<file path="config.mk">
export PLATFORM = sky130hd
export DESIGN_NAME = acpc_top
export DESIGN_NICKNAME = d
export VERILOG_FILES = /design/src/rtl/acpc_pkg.sv /design/src/rtl/acpc_clk_gen.sv /design/src/rtl/acpc_top.sv
export SDC_FILE = /design/constraint.sdc
export NUM_CORES = 1
export LEC_CHECK = 0
export CORE_ASPECT_RATIO = 0.9
export CORE_UTILIZATION = 50
export DETAILED_ROUTE_END_ITERATION = 16
export DONT_BUFFER_PORTS = 1
export SYNTH_ARGS = -nofsm -noshare
export SYNTH_HDL_FRONTEND = slang
export SYNTH_SLANG_ARGS = --single-unit
</file>
<file path="constraint.sdc">
create_clock -name ref_clk -period 3.2 [get_ports ref_clk]
set_input_delay 0.16 -clock ref_clk [delete_from_list [all_inputs] [get_ports ref_clk]]
set_output_delay 0.16 -clock ref_clk [all_outputs]
set_load 0.05 [all_outputs]
</file>
<file path="src/rtl/acpc_pkg.sv">
package acpc_pkg;
   // register byte addresses on the register bus
   localparam logic [3:0] ACPC_OFS_CONFIG = 4'h0;
   localparam logic [3:0] ACPC_OFS_PIN_LOW = 4'h4;
   localparam logic [3:0] ACPC_OFS_PIN_MID = 4'h8;
   localparam int ACPC_ADDR_W = 4;
   localparam int ACPC_REG_W = 8;
   localparam int ACPC_PIN_GROUP = 8;
   localparam int ACPC_PINS = 16;

   // reset values
   localparam logic [7:0] ACPC_RST_CONFIG = 8'h00;
   localparam logic [7:0] ACPC_RST_PIN = 8'h00;

   // field positions inside conversion_config
   localparam int ACPC_BIT_LOW_POWER = 7;
   localparam int ACPC_BIT_DIV_HI = 6;
   localparam int ACPC_BIT_DIV_LO = 5;
   localparam int ACPC_BIT_LONG_SAMPLE = 4;
   localparam int ACPC_BIT_MODE_HI = 3;
   localparam int ACPC_BIT_MODE_LO = 2;
   localparam int ACPC_BIT_SRC_HI = 1;
   localparam int ACPC_BIT_SRC_LO = 0;

   // AXI response codes
   localparam logic [1:0] ACPC_RESP_OKAY = 2'h0;
   localparam logic [1:0] ACPC_RESP_SLVERR = 2'h2;

   typedef enum logic [1:0] {
      ACPC_RES_8 = 2'b00,
      ACPC_RES_12 = 2'b01,
      ACPC_RES_10 = 2'b10,
      ACPC_RES_RSVD = 2'b11
   } acpc_res_e;

   typedef enum logic [1:0] {
      ACPC_SRC_BUS = 2'b00,
      ACPC_SRC_BUS_HALF = 2'b01,
      ACPC_SRC_ALT = 2'b10,
      ACPC_SRC_ASYNC = 2'b11
   } acpc_src_e;

   typedef enum logic [1:0] {
      ACPC_DIV_1 = 2'b00,
      ACPC_DIV_2 = 2'b01,
      ACPC_DIV_4 = 2'b10,
      ACPC_DIV_8 = 2'b11
   } acpc_div_e;

   // laid out exactly as the config register bits 7..0
   typedef struct packed {
      logic lowPowerSelect;
      acpc_div_e clockDivideSelect;
      logic longSampleSelect;
      acpc_res_e resolutionMode;
      acpc_src_e clockSourceSelect;
   } acpc_cfg_s;

   // one analog-capable pin as seen by the port buffers
   typedef struct packed {
      logic outData;
      logic outEnable;
      logic pullEnable;
      logic inputEnable;
   } acpc_pad_s;
endpackage : acpc_pkg

</file>
<file path="src/rtl/acpc_clk_gen.sv">
`timescale 1ns/100ps
module acpc_clk_gen
   import acpc_pkg::*;
(
   // clock and reset
   input wire logic ref_clk,
   input wire logic rst_n,
   // settings
   input acpc_src_e clockSourceSelect,
   input acpc_div_e clockDivideSelect,
   // candidate sources, sampled on ref_clk
   input wire logic alternateClock,
   input wire logic internalAsyncClock,
   // converter clock as one tick per period
   output logic converterClockTick
);
   localparam logic [2:0] ACPC_CNT_ZERO = 3'h0;
   localparam logic [2:0] ACPC_CNT_ONE = 3'h1;

   // terminal count for divide by 1, 2, 4 or 8
   function automatic logic [2:0] divLimit(input acpc_div_e d);
      logic [2:0] lim;
      lim = 3'h0;
      case (d)
         ACPC_DIV_1: lim = 3'h0;
         ACPC_DIV_2: lim = 3'h1;
         ACPC_DIV_4: lim = 3'h3;
         ACPC_DIV_8: lim = 3'h7;
         default: lim = 3'h0;
      endcase
      return lim;
   endfunction : divLimit

   logic halfPhase_r;
   logic altPrev_r;
   logic asyncPrev_r;
   logic [2:0] divCnt_r;
   logic [2:0] divCnt_nxt;
   logic converterClockTick_r;
   logic srcTick;
   logic divWrap;

   // rising edges of the slower sources become single-cycle ticks
   assign srcTick = (clockSourceSelect == ACPC_SRC_BUS) ? 1'b1 : //RULE_03
                    (clockSourceSelect == ACPC_SRC_BUS_HALF) ? halfPhase_r :
                    (clockSourceSelect == ACPC_SRC_ALT) ? (alternateClock & ~altPrev_r) :
                    (internalAsyncClock & ~asyncPrev_r);
   // a divider lowered below the count wraps on the next source tick rather than running on
   assign divWrap = srcTick && (divCnt_r >= divLimit(clockDivideSelect)); //RULE_01
   assign divCnt_nxt = divWrap ? ACPC_CNT_ZERO :
                       srcTick ? divCnt_r + ACPC_CNT_ONE : divCnt_r;
   assign converterClockTick = converterClockTick_r;

   always_ff @(posedge ref_clk) begin
      if (!rst_n) begin
         halfPhase_r <= 1'b0;
         altPrev_r <= 1'b0;
         asyncPrev_r <= 1'b0;
         divCnt_r <= ACPC_CNT_ZERO;
         converterClockTick_r <= 1'b0;
      end else begin
         halfPhase_r <= ~halfPhase_r;
         altPrev_r <= alternateClock;
         asyncPrev_r <= internalAsyncClock;
         divCnt_r <= divCnt_nxt;
         converterClockTick_r <= divWrap;
      end
   end
endmodule : acpc_clk_gen

</file>
<file path="src/rtl/acpc_top.sv">
`timescale 1ns/100ps
// Functional notes
// RULE_01: config bits 6:5 divide the chosen source by 1, 2, 4 or 8.
// RULE_02: config bits 3:2 pick 8, 12 or 10 bit width; 11 is reserved.
// RULE_03: config bits 1:0 pick bus, bus halved, alternate or internal clock.
// RULE_04: config bit 7 set selects low-power, cleared selects high-speed.
// RULE_05: config bit 4 set selects long sample time, cleared selects short.
// RULE_06: low pin register bit n governs analog channel n, channels 0 to 7.
// RULE_07: mid pin register bit n governs analog channel n plus eight.
// RULE_08: pin bit 0 keeps port control; 1 hands the pin to analog.
// RULE_09: analog pin: output tristated, input reads zero, pullup off.
// RULE_10: after reset the converter clock source is the bus clock.
// RULE_11: all three registers are read/write and clear to zero at reset.
module acpc_top
   import acpc_pkg::*;
#(
   parameter int PINS = ACPC_PINS
) (
   // clock and reset
   input wire logic ref_clk,
   input wire logic rst_n,
   // AXI4-Lite write address
   input wire logic s_axi_awvalid,
   output logic s_axi_awready,
   input wire logic [ACPC_ADDR_W-1:0] s_axi_awaddr,
   // AXI4-Lite write data
   input wire logic s_axi_wvalid,
   output logic s_axi_wready,
   input wire logic [31:0] s_axi_wdata,
   input wire logic [3:0] s_axi_wstrb,
   // AXI4-Lite write response
   output logic s_axi_bvalid,
   input wire logic s_axi_bready,
   output logic [1:0] s_axi_bresp,
   // AXI4-Lite read address
   input wire logic s_axi_arvalid,
   output logic s_axi_arready,
   input wire logic [ACPC_ADDR_W-1:0] s_axi_araddr,
   // AXI4-Lite read data
   output logic s_axi_rvalid,
   input wire logic s_axi_rready,
   output logic [31:0] s_axi_rdata,
   output logic [1:0] s_axi_rresp,
   // converter core settings
   output acpc_cfg_s convCfg,
   output logic resolutionReserved,
   // clock sources and converter clock
   input wire logic alternateClock,
   input wire logic internalAsyncClock,
   output logic converterClockTick,
   // port logic requests per pin
   input wire logic [PINS-1:0] portOutData,
   input wire logic [PINS-1:0] portOutEnable,
   input wire logic [PINS-1:0] portPullEnable,
   // pin pads
   input wire logic [PINS-1:0] padInData,
   output acpc_pad_s [PINS-1:0] padCtrl,
   // port read path and analog selection
   output logic [PINS-1:0] portReadData,
   output logic [PINS-1:0] pinAnalogSelect
);
   ////////////////////////////////////////////////////////////////////////////
   // register select decode, shared by read and write paths
   typedef enum logic [1:0] {
      ACPC_SEL_NONE = 2'b00,
      ACPC_SEL_CONFIG = 2'b01,
      ACPC_SEL_LOW = 2'b10,
      ACPC_SEL_MID = 2'b11
   } acpc_sel_e;

   function automatic acpc_sel_e regSelect(input logic [ACPC_ADDR_W-1:0] a);
      acpc_sel_e s;
      s = ACPC_SEL_NONE;
      case (a)
         ACPC_OFS_CONFIG: s = ACPC_SEL_CONFIG;
         ACPC_OFS_PIN_LOW: s = ACPC_SEL_LOW;
         ACPC_OFS_PIN_MID: s = ACPC_SEL_MID;
         default: s = ACPC_SEL_NONE;
      endcase
      return s;
   endfunction : regSelect

   logic [ACPC_REG_W-1:0] convConfig_r;
   logic [ACPC_REG_W-1:0] pinCtrlLow_r;
   logic [ACPC_REG_W-1:0] pinCtrlMid_r;

   ////////////////////////////////////////////////////////////////////////////
   // write channel: address and data may arrive in either order
   logic awHeld_r;
   logic wHeld_r;
   logic [ACPC_ADDR_W-1:0] awAddr_r;
   logic [7:0] wByte_r;
   logic wLaneOn_r;
   logic bvalid_r;
   logic [1:0] bresp_r;
   logic awFire;
   logic wFire;
   logic haveAw;
   logic haveW;
   logic doWrite;
   logic [ACPC_ADDR_W-1:0] wrAddr;
   logic [7:0] wrByte;
   logic wrLaneOn;
   acpc_sel_e wrSel;

   assign s_axi_awready = !awHeld_r && !bvalid_r;
   assign s_axi_wready = !wHeld_r && !bvalid_r;
   assign awFire = s_axi_awvalid && s_axi_awready;
   assign wFire = s_axi_wvalid && s_axi_wready;
   assign haveAw = awHeld_r || awFire;
   assign haveW = wHeld_r || wFire;
   assign doWrite = haveAw && haveW;
   assign wrAddr = awHeld_r ? awAddr_r : s_axi_awaddr;
   assign wrByte = wHeld_r ? wByte_r : s_axi_wdata[7:0];
   assign wrLaneOn = wHeld_r ? wLaneOn_r : s_axi_wstrb[0];
   assign wrSel = regSelect(wrAddr);
   assign s_axi_bvalid = bvalid_r;
   assign s_axi_bresp = bresp_r;

   always_ff @(posedge ref_clk) begin
      if (!rst_n) begin
         awHeld_r <= 1'b0;
         wHeld_r <= 1'b0;
         awAddr_r <= '0;
         wByte_r <= 8'h00;
         wLaneOn_r <= 1'b0;
         bvalid_r <= 1'b0;
         bresp_r <= ACPC_RESP_OKAY;
      end else begin
         if (awFire) begin
            awAddr_r <= s_axi_awaddr;
         end
         if (wFire) begin
            wByte_r <= s_axi_wdata[7:0];
            wLaneOn_r <= s_axi_wstrb[0];
         end
         awHeld_r <= doWrite ? 1'b0 : haveAw;
         wHeld_r <= doWrite ? 1'b0 : haveW;
         if (doWrite) begin
            bvalid_r <= 1'b1;
            bresp_r <= (wrSel == ACPC_SEL_NONE) ? ACPC_RESP_SLVERR : ACPC_RESP_OKAY;
         end else if (s_axi_bready) begin
            bvalid_r <= 1'b0;
         end
      end
   end

   ////////////////////////////////////////////////////////////////////////////
   // registers; only byte lane 0 carries data, upper lanes are ignored
   always_ff @(posedge ref_clk) begin
      if (!rst_n) begin
         convConfig_r <= ACPC_RST_CONFIG; //RULE_10 RULE_11
         pinCtrlLow_r <= ACPC_RST_PIN; //RULE_11
         pinCtrlMid_r <= ACPC_RST_PIN; //RULE_11
      end else if (doWrite && wrLaneOn) begin
         if (wrSel == ACPC_SEL_CONFIG) begin
            convConfig_r <= wrByte; //RULE_11
         end
         if (wrSel == ACPC_SEL_LOW) begin
            pinCtrlLow_r <= wrByte; //RULE_06
         end
         if (wrSel == ACPC_SEL_MID) begin
            pinCtrlMid_r <= wrByte; //RULE_07
         end
      end
   end

   ////////////////////////////////////////////////////////////////////////////
   // read channel: one read at a time, data registered
   logic rvalid_r;
   logic [31:0] rdata_r;
   logic [1:0] rresp_r;
   logic arFire;
   acpc_sel_e rdSel;
   logic [ACPC_REG_W-1:0] rdByte;

   assign s_axi_arready = !rvalid_r;
   assign arFire = s_axi_arvalid && s_axi_arready;
   assign rdSel = regSelect(s_axi_araddr);
   assign rdByte = (rdSel == ACPC_SEL_CONFIG) ? convConfig_r : //RULE_11
                   (rdSel == ACPC_SEL_LOW) ? pinCtrlLow_r :
                   (rdSel == ACPC_SEL_MID) ? pinCtrlMid_r : 8'h00;
   assign s_axi_rvalid = rvalid_r;
   assign s_axi_rdata = rdata_r;
   assign s_axi_rresp = rresp_r;

   always_ff @(posedge ref_clk) begin
      if (!rst_n) begin
         rvalid_r <= 1'b0;
         rdata_r <= 32'h0000_0000;
         rresp_r <= ACPC_RESP_OKAY;
      end else if (arFire) begin
         rvalid_r <= 1'b1;
         rdata_r <= {24'h00_0000, rdByte};
         rresp_r <= (rdSel == ACPC_SEL_NONE) ? ACPC_RESP_SLVERR : ACPC_RESP_OKAY;
      end else if (s_axi_rready) begin
         rvalid_r <= 1'b0;
      end
   end

   ////////////////////////////////////////////////////////////////////////////
   // settings to the converter core straight from the register flops
   assign convCfg.lowPowerSelect = convConfig_r[ACPC_BIT_LOW_POWER]; //RULE_04
   assign convCfg.longSampleSelect = convConfig_r[ACPC_BIT_LONG_SAMPLE]; //RULE_05
   assign convCfg.clockDivideSelect =
      acpc_div_e'(convConfig_r[ACPC_BIT_DIV_HI:ACPC_BIT_DIV_LO]); //RULE_01
   assign convCfg.resolutionMode =
      acpc_res_e'(convConfig_r[ACPC_BIT_MODE_HI:ACPC_BIT_MODE_LO]); //RULE_02
   assign convCfg.clockSourceSelect =
      acpc_src_e'(convConfig_r[ACPC_BIT_SRC_HI:ACPC_BIT_SRC_LO]); //RULE_03
   // reserved width is flagged, the core decides what to do with it
   assign resolutionReserved = (convCfg.resolutionMode == ACPC_RES_RSVD); //RULE_02

   acpc_clk_gen u_clk_gen (
      .ref_clk(ref_clk),
      .rst_n(rst_n),
      .clockSourceSelect(convCfg.clockSourceSelect),
      .clockDivideSelect(convCfg.clockDivideSelect),
      .alternateClock(alternateClock),
      .internalAsyncClock(internalAsyncClock),
      .converterClockTick(converterClockTick)
   );

   ////////////////////////////////////////////////////////////////////////////
   // pin control; pad outputs registered, so port paths lag one cycle
   logic [PINS-1:0] analogSel;
   acpc_pad_s [PINS-1:0] padCtrl_r;
   acpc_pad_s [PINS-1:0] padCtrl_nxt;
   logic [PINS-1:0] portReadData_r;

   assign analogSel = {pinCtrlMid_r, pinCtrlLow_r}; //RULE_06 RULE_07
   assign pinAnalogSelect = analogSel;

   genvar gi;
   generate
      for (gi = 0; gi < PINS; gi++) begin : g_pin
         assign padCtrl_nxt[gi].outData = portOutData[gi] & ~analogSel[gi]; //RULE_08
         assign padCtrl_nxt[gi].outEnable = portOutEnable[gi] & ~analogSel[gi]; //RULE_09
         assign padCtrl_nxt[gi].pullEnable = portPullEnable[gi] & ~analogSel[gi]; //RULE_09
         assign padCtrl_nxt[gi].inputEnable = ~analogSel[gi]; //RULE_09
      end
   endgenerate

   always_ff @(posedge ref_clk) begin
      if (!rst_n) begin
         padCtrl_r <= '0;
         portReadData_r <= '0;
      end else begin
         padCtrl_r <= padCtrl_nxt;
         portReadData_r <= padInData & ~analogSel; //RULE_09
      end
   end

   assign padCtrl = padCtrl_r;
   assign portReadData = portReadData_r;
endmodule : acpc_top

</file>
==> results.txt, run 1 <==
CTS resizes = 0
flops & latches, synth = 138
num ports = 264
routability cong. = 0.747
Initial Util = 51.7%
Synth Area in Adders = 0.997%
yosys warns = 0
compound-cell area share of the yosys netlist = 7.38%
Async SR Flop Fraction = 0%
postcts setup bufs = 0
number of CTS-inserted buffers = 17
clock buffer depth = 2
die width = 108 um
mux contribution to synthesized area = 9.20%
cts-stage hold buffer count = 123
number of distinct library cells after synthesis = 39
Post-Syn Area = 0.00502 mm2
Die H = 97.0 um
Avg Inst Size Synth = 10.6 um2
# port buffers = 0
hpwl dp = 7300 um
Exit stage = clock tree synthesis (4_1_cts)
area share of and/or/nand/nor cells after synthesis = 21.0%
Rows = 34
Mapped Cells = 474
number of flops mapped to enable cells by yosys = 0
clk root buf = clkbuf_8
post-synthesis sequential area ratio = 55.0%
ys flop type = dfxtp_1
post-synthesis xor/xnor area fraction = 0%
H-tree depth = 4
Run Error = [ERROR RSZ-0060] Max buffer count reached.
largest family of logic cells by synthesized area = simple AND/OR/NAND/NOR gates
status = stopped before the end
Clock Sinks = 138
## synth_stat cells, drive strengths merged, types with 6 or more instances
| master | count | share of area [%] |
|---|---|---|
| mux2i | 36 | 7.2 |
| a22oi | 8 | 1.2 |
| nor2 | 10 | 0.75 |
| nand2 | 59 | 4.4 |
| buf | 38 | 5.6 |
| mux2 | 9 | 2.0 |
| nand2b | 6 | 0.75 |
| dfxtp | 138 | 55 |
| o2bb2ai | 8 | 1.4 |
| a21boi | 11 | 1.6 |
| clkbuf | 6 | 0.45 |
| nor2b | 32 | 4.0 |
| and2 | 69 | 8.6 |
| o21ai | 6 | 0.60 |
## cells by family after synthesis
family / after synthesis
simple gates: 190
compound gates: 48
other cells: 1
mux: 45
buf+inv: 48
fa+ha+maj: 4
flops: 138
## through the flow
| stage | hold WS (ns) | util, % | instance area, um2 | std cells | setup slack, ns |
|---|---|---|---|---|---|
| after floorplan | 0.282 | - | 5110 | 499 | 1.19 |
| after global placement | 0.282 | 51.2 | 4970 | 581 | 1.03 |
| after detailed placement | 0.285 | 51.2 | 4970 | 581 | 1.00 |
==> inputs of run 2 (changes only) <==
--- a/config.mk
+++ b/config.mk
@@ -5,10 +5,10 @@
 export SDC_FILE = /design/constraint.sdc
 export NUM_CORES = 1
 export LEC_CHECK = 0
-export CORE_ASPECT_RATIO = 0.9
-export CORE_UTILIZATION = 50
+export CORE_UTILIZATION = 35
 export DETAILED_ROUTE_END_ITERATION = 16
 export DONT_BUFFER_PORTS = 1
+export PLACE_DENSITY_LB_ADDON = 0.15
 export SYNTH_ARGS = -nofsm -noshare
 export SYNTH_HDL_FRONTEND = slang
 export SYNTH_SLANG_ARGS = --single-unit
==> run 2 against run 1 <==
  * The flow now finishes without violations
  * Area after synthesis is the same
  * Synthesized cell count is the same
==> results.txt, run 2 <==
Min-Delay Path Class = in -> reg
vias per cell = 4.64
clk_lat worst skew = 0.41 ns
PwrDens = 682 mW/mm2
Min Hold Slack = 0.0250 ns
final core occ = 47.1%
number of setup violations in the final report = 0
clock skew after layout = 0.00616 ns
DP Area = 0.00504 mm2 (+1.4%)
Rel. slew slack = 32.6%
critical path type = reg -> reg
core area = 0.0139 mm2
Clk pwr share = 45.6%
number of distinct library cells after synthesis = 39 (unchanged)
synthesis-to-layout area growth = 30.9%
share of cells above drive strength 1 = 8.51%
CP Data Arrival Time = 2.61 ns
Final WS setup = 0.881 ns
Comb pwr share = 8.1%
drt total wl = 12200 um
clk root buf = clkbuf_16
max reg flops = 64
Rows = 43 (+26%)
Clock Sinks = 138 (unchanged)
Detailed Route Iter0 Violations = 99
RSZ-0062 raised after global routing = no
max-slew violation count = 0
Async SR Flop Fraction = 0% (unchanged)
Max-Cap Viols = 0
routability cong. = 0.712 (-4.7%)
CTS resizes = 0 (unchanged)
flops & latches, synth = 138 (unchanged)
Power Internal = 3.27 mW
# fillers = 1273
leak pwr = 2.71 nW
switching pwr = 1.21 mW
CP Capture Type = register
TritonCTS clock tree = built
Initial Util = 36.0% (-16 points)
TNS Setup = 0 ns
# diodes = 0
critical path's slowest cell = dlygate4sd3_1
commonest cells after routing, fill and taps aside = dfxtp_1 (138), dlygate4sd3_1 (88), and2_1 (69)
crit share post-route = 72.5%
initial antenna violation count = 0
clk slew on worst S/H paths = 0.06 ns
worst reg-to-reg setup slack = 0.88 ns
non-filler cells, final = 756
Sw Share = 27.0%
post-synthesis sequential area ratio = 55.0% (unchanged)
maximum vdd drop = 0.343 mV
Post-layout nets = 684
grt met2 use = 29.7%
Mapped Cells = 474 (unchanged)
CP Max Fanout = 10
dominant cell by count in the synthesized netlist = dfxtp_1
post-route ant nets = 0
Die H = 122 um (+25%)
Post-Syn Area = 0.00502 mm2 (unchanged)
number of flops mapped to enable cells by yosys = 0 (unchanged)
part of the power in registers = 46.3%
clock buffer depth = 2 (unchanged)
leading area contributor after synthesis = dfxtp_1
Finished Cell Area = 0.00657 mm2
CP Cell Sequence = nand2b_1, nor3_2, a21oi_1, dlygate4sd3_1
total power = 4.48 mW
commonest non-fill, non-tap cell in the layout = dfxtp_1
synth cell count leaders = dfxtp_1 (138), and2_1 (69), nand2_1 (59), mux2i_1 (36), nor2b_1 (32)
critical path launch point type = register
ys flop type = dfxtp_1
GR Overflow Total = 0
final hold viol count = 0
Top delay family on crit path = simple AND/OR/NAND/NOR gates
number of remaining DRC errors = 0
dpl cells = 635 (+9.3%)
Bufs and invs on worst path = 1
Tot GR Track Use = 16.4%
vias in the first global route = 3558
status = finished, final reports clean
grt met1 use = 16.5%
drt first pass iters = 4
DP Worst Slack = 0.990 ns (-0.0101 ns)
Worst EP required = 3.49 ns
met3 Use GR = 6.55%
shortest period the worst path allows = 2.32 ns
largest net degree at the start of global routing = 77
# port buffers = 0 (unchanged)
Avg Inst Size Synth = 10.6 um2 (unchanged)
Max Freq = 431 MHz
top cells by area, synth = dfxtp_1 (55%), and2_1 (8.6%), mux2i_1 (7.2%)
GR peak layer = met2
Yosys top cell area share = 55.0% (unchanged)
number of CTS-inserted buffers = 17 (unchanged)
worst slew pin tran = 1.01 ns
wire per inst = 16.1 um
yosys warns = 0 (unchanged)
H-tree depth = 4 (unchanged)
die width = 122 um (+13%)
Total Die Area = 0.0148 mm2
hpwl dp = 8160 um (+12%)
Via Count = 3509
CP peak stage delay = 0.59 ns
first-pass GRT wire length = 18200 um
num ports = 264 (unchanged)
run 2: cell type report:
cell class / count / area (um2) / share of cell area [%]
timing repair buffer: 89 / 908 / 13.8
clock inverter: 14 / 196 / 2.99
inverter: 4 / 15.0 / 0.229
clock buffer: 18 / 429 / 6.53
tap: 180 / 225 / 3.43
sequential: 138 / 2760 / 42.0
multi-input combinational: 313 / 2030 / 30.9
run 2: final timing paths:
path                                                        from  cells after the start                                to
worst max-delay path                   s_axi_rvalid$_SDFFE_PN0P_                      4       s_axi_rresp[1]$_SDFFE_PN0P_
worst min-delay path                                       rst_n                      2      pinCtrlMid_r[5]$_SDFFE_PN0P_
worst max register to register         s_axi_rvalid$_SDFFE_PN0P_                      4       s_axi_rresp[1]$_SDFFE_PN0P_
worst min register to register  u_clk_gen.halfPhase_r$_SDFF_PN0_                      1  u_clk_gen.halfPhase_r$_SDFF_PN0_
run 2: cells by family (layout without fill, tap and decap cells):
| kind of cell | count (synthesis) | count (layout) | synth area share [%] |
|---|---|---|---|
| AOI/OAI and AO/OA | 48 | 48 | 7.38 |
| adders and majority gates | 4 | 4 | 0.997 |
| buffers and inverters | 48 | 125 | 6.31 |
| DFF | 138 | 138 | 55.0 |
| muxes | 45 | 45 | 9.20 |
| other | 1 | 26 | 0.0747 |
| and+or+nand+nor | 190 | 190 | 21.0 |
run 2: metal layers:
metal	vias to the layer above	share of wire, %
met3	15	8.9
met2	162	52
met1	1627	38
met4	0	2.0
li1	1705	-
met5	-	0
run 2: what timing repair did:
action | 4_1_cts | 5_1_grt
hold buffers | 89 | 0
setup buffers | 0 | 0
hold endpoints to repair | 138 | 0
setup endpoints to repair | 0 | 0
run 2: power by group through the flow:
stage / registers [mW] / clock network [mW] / logic [mW]
after floorplan: 2.09 / 0 / 0.283
after global placement: 2.11 / 0 / 0.252
after detailed placement: 2.11 / 0 / 0.257
after CTS: 2.07 / 2.09 / 0.363
after global routing: 2.08 / 2.17 / 0.390
final: 2.07 / 2.04 / 0.361
Note: power is estimated with default switching activity, not from simulation.
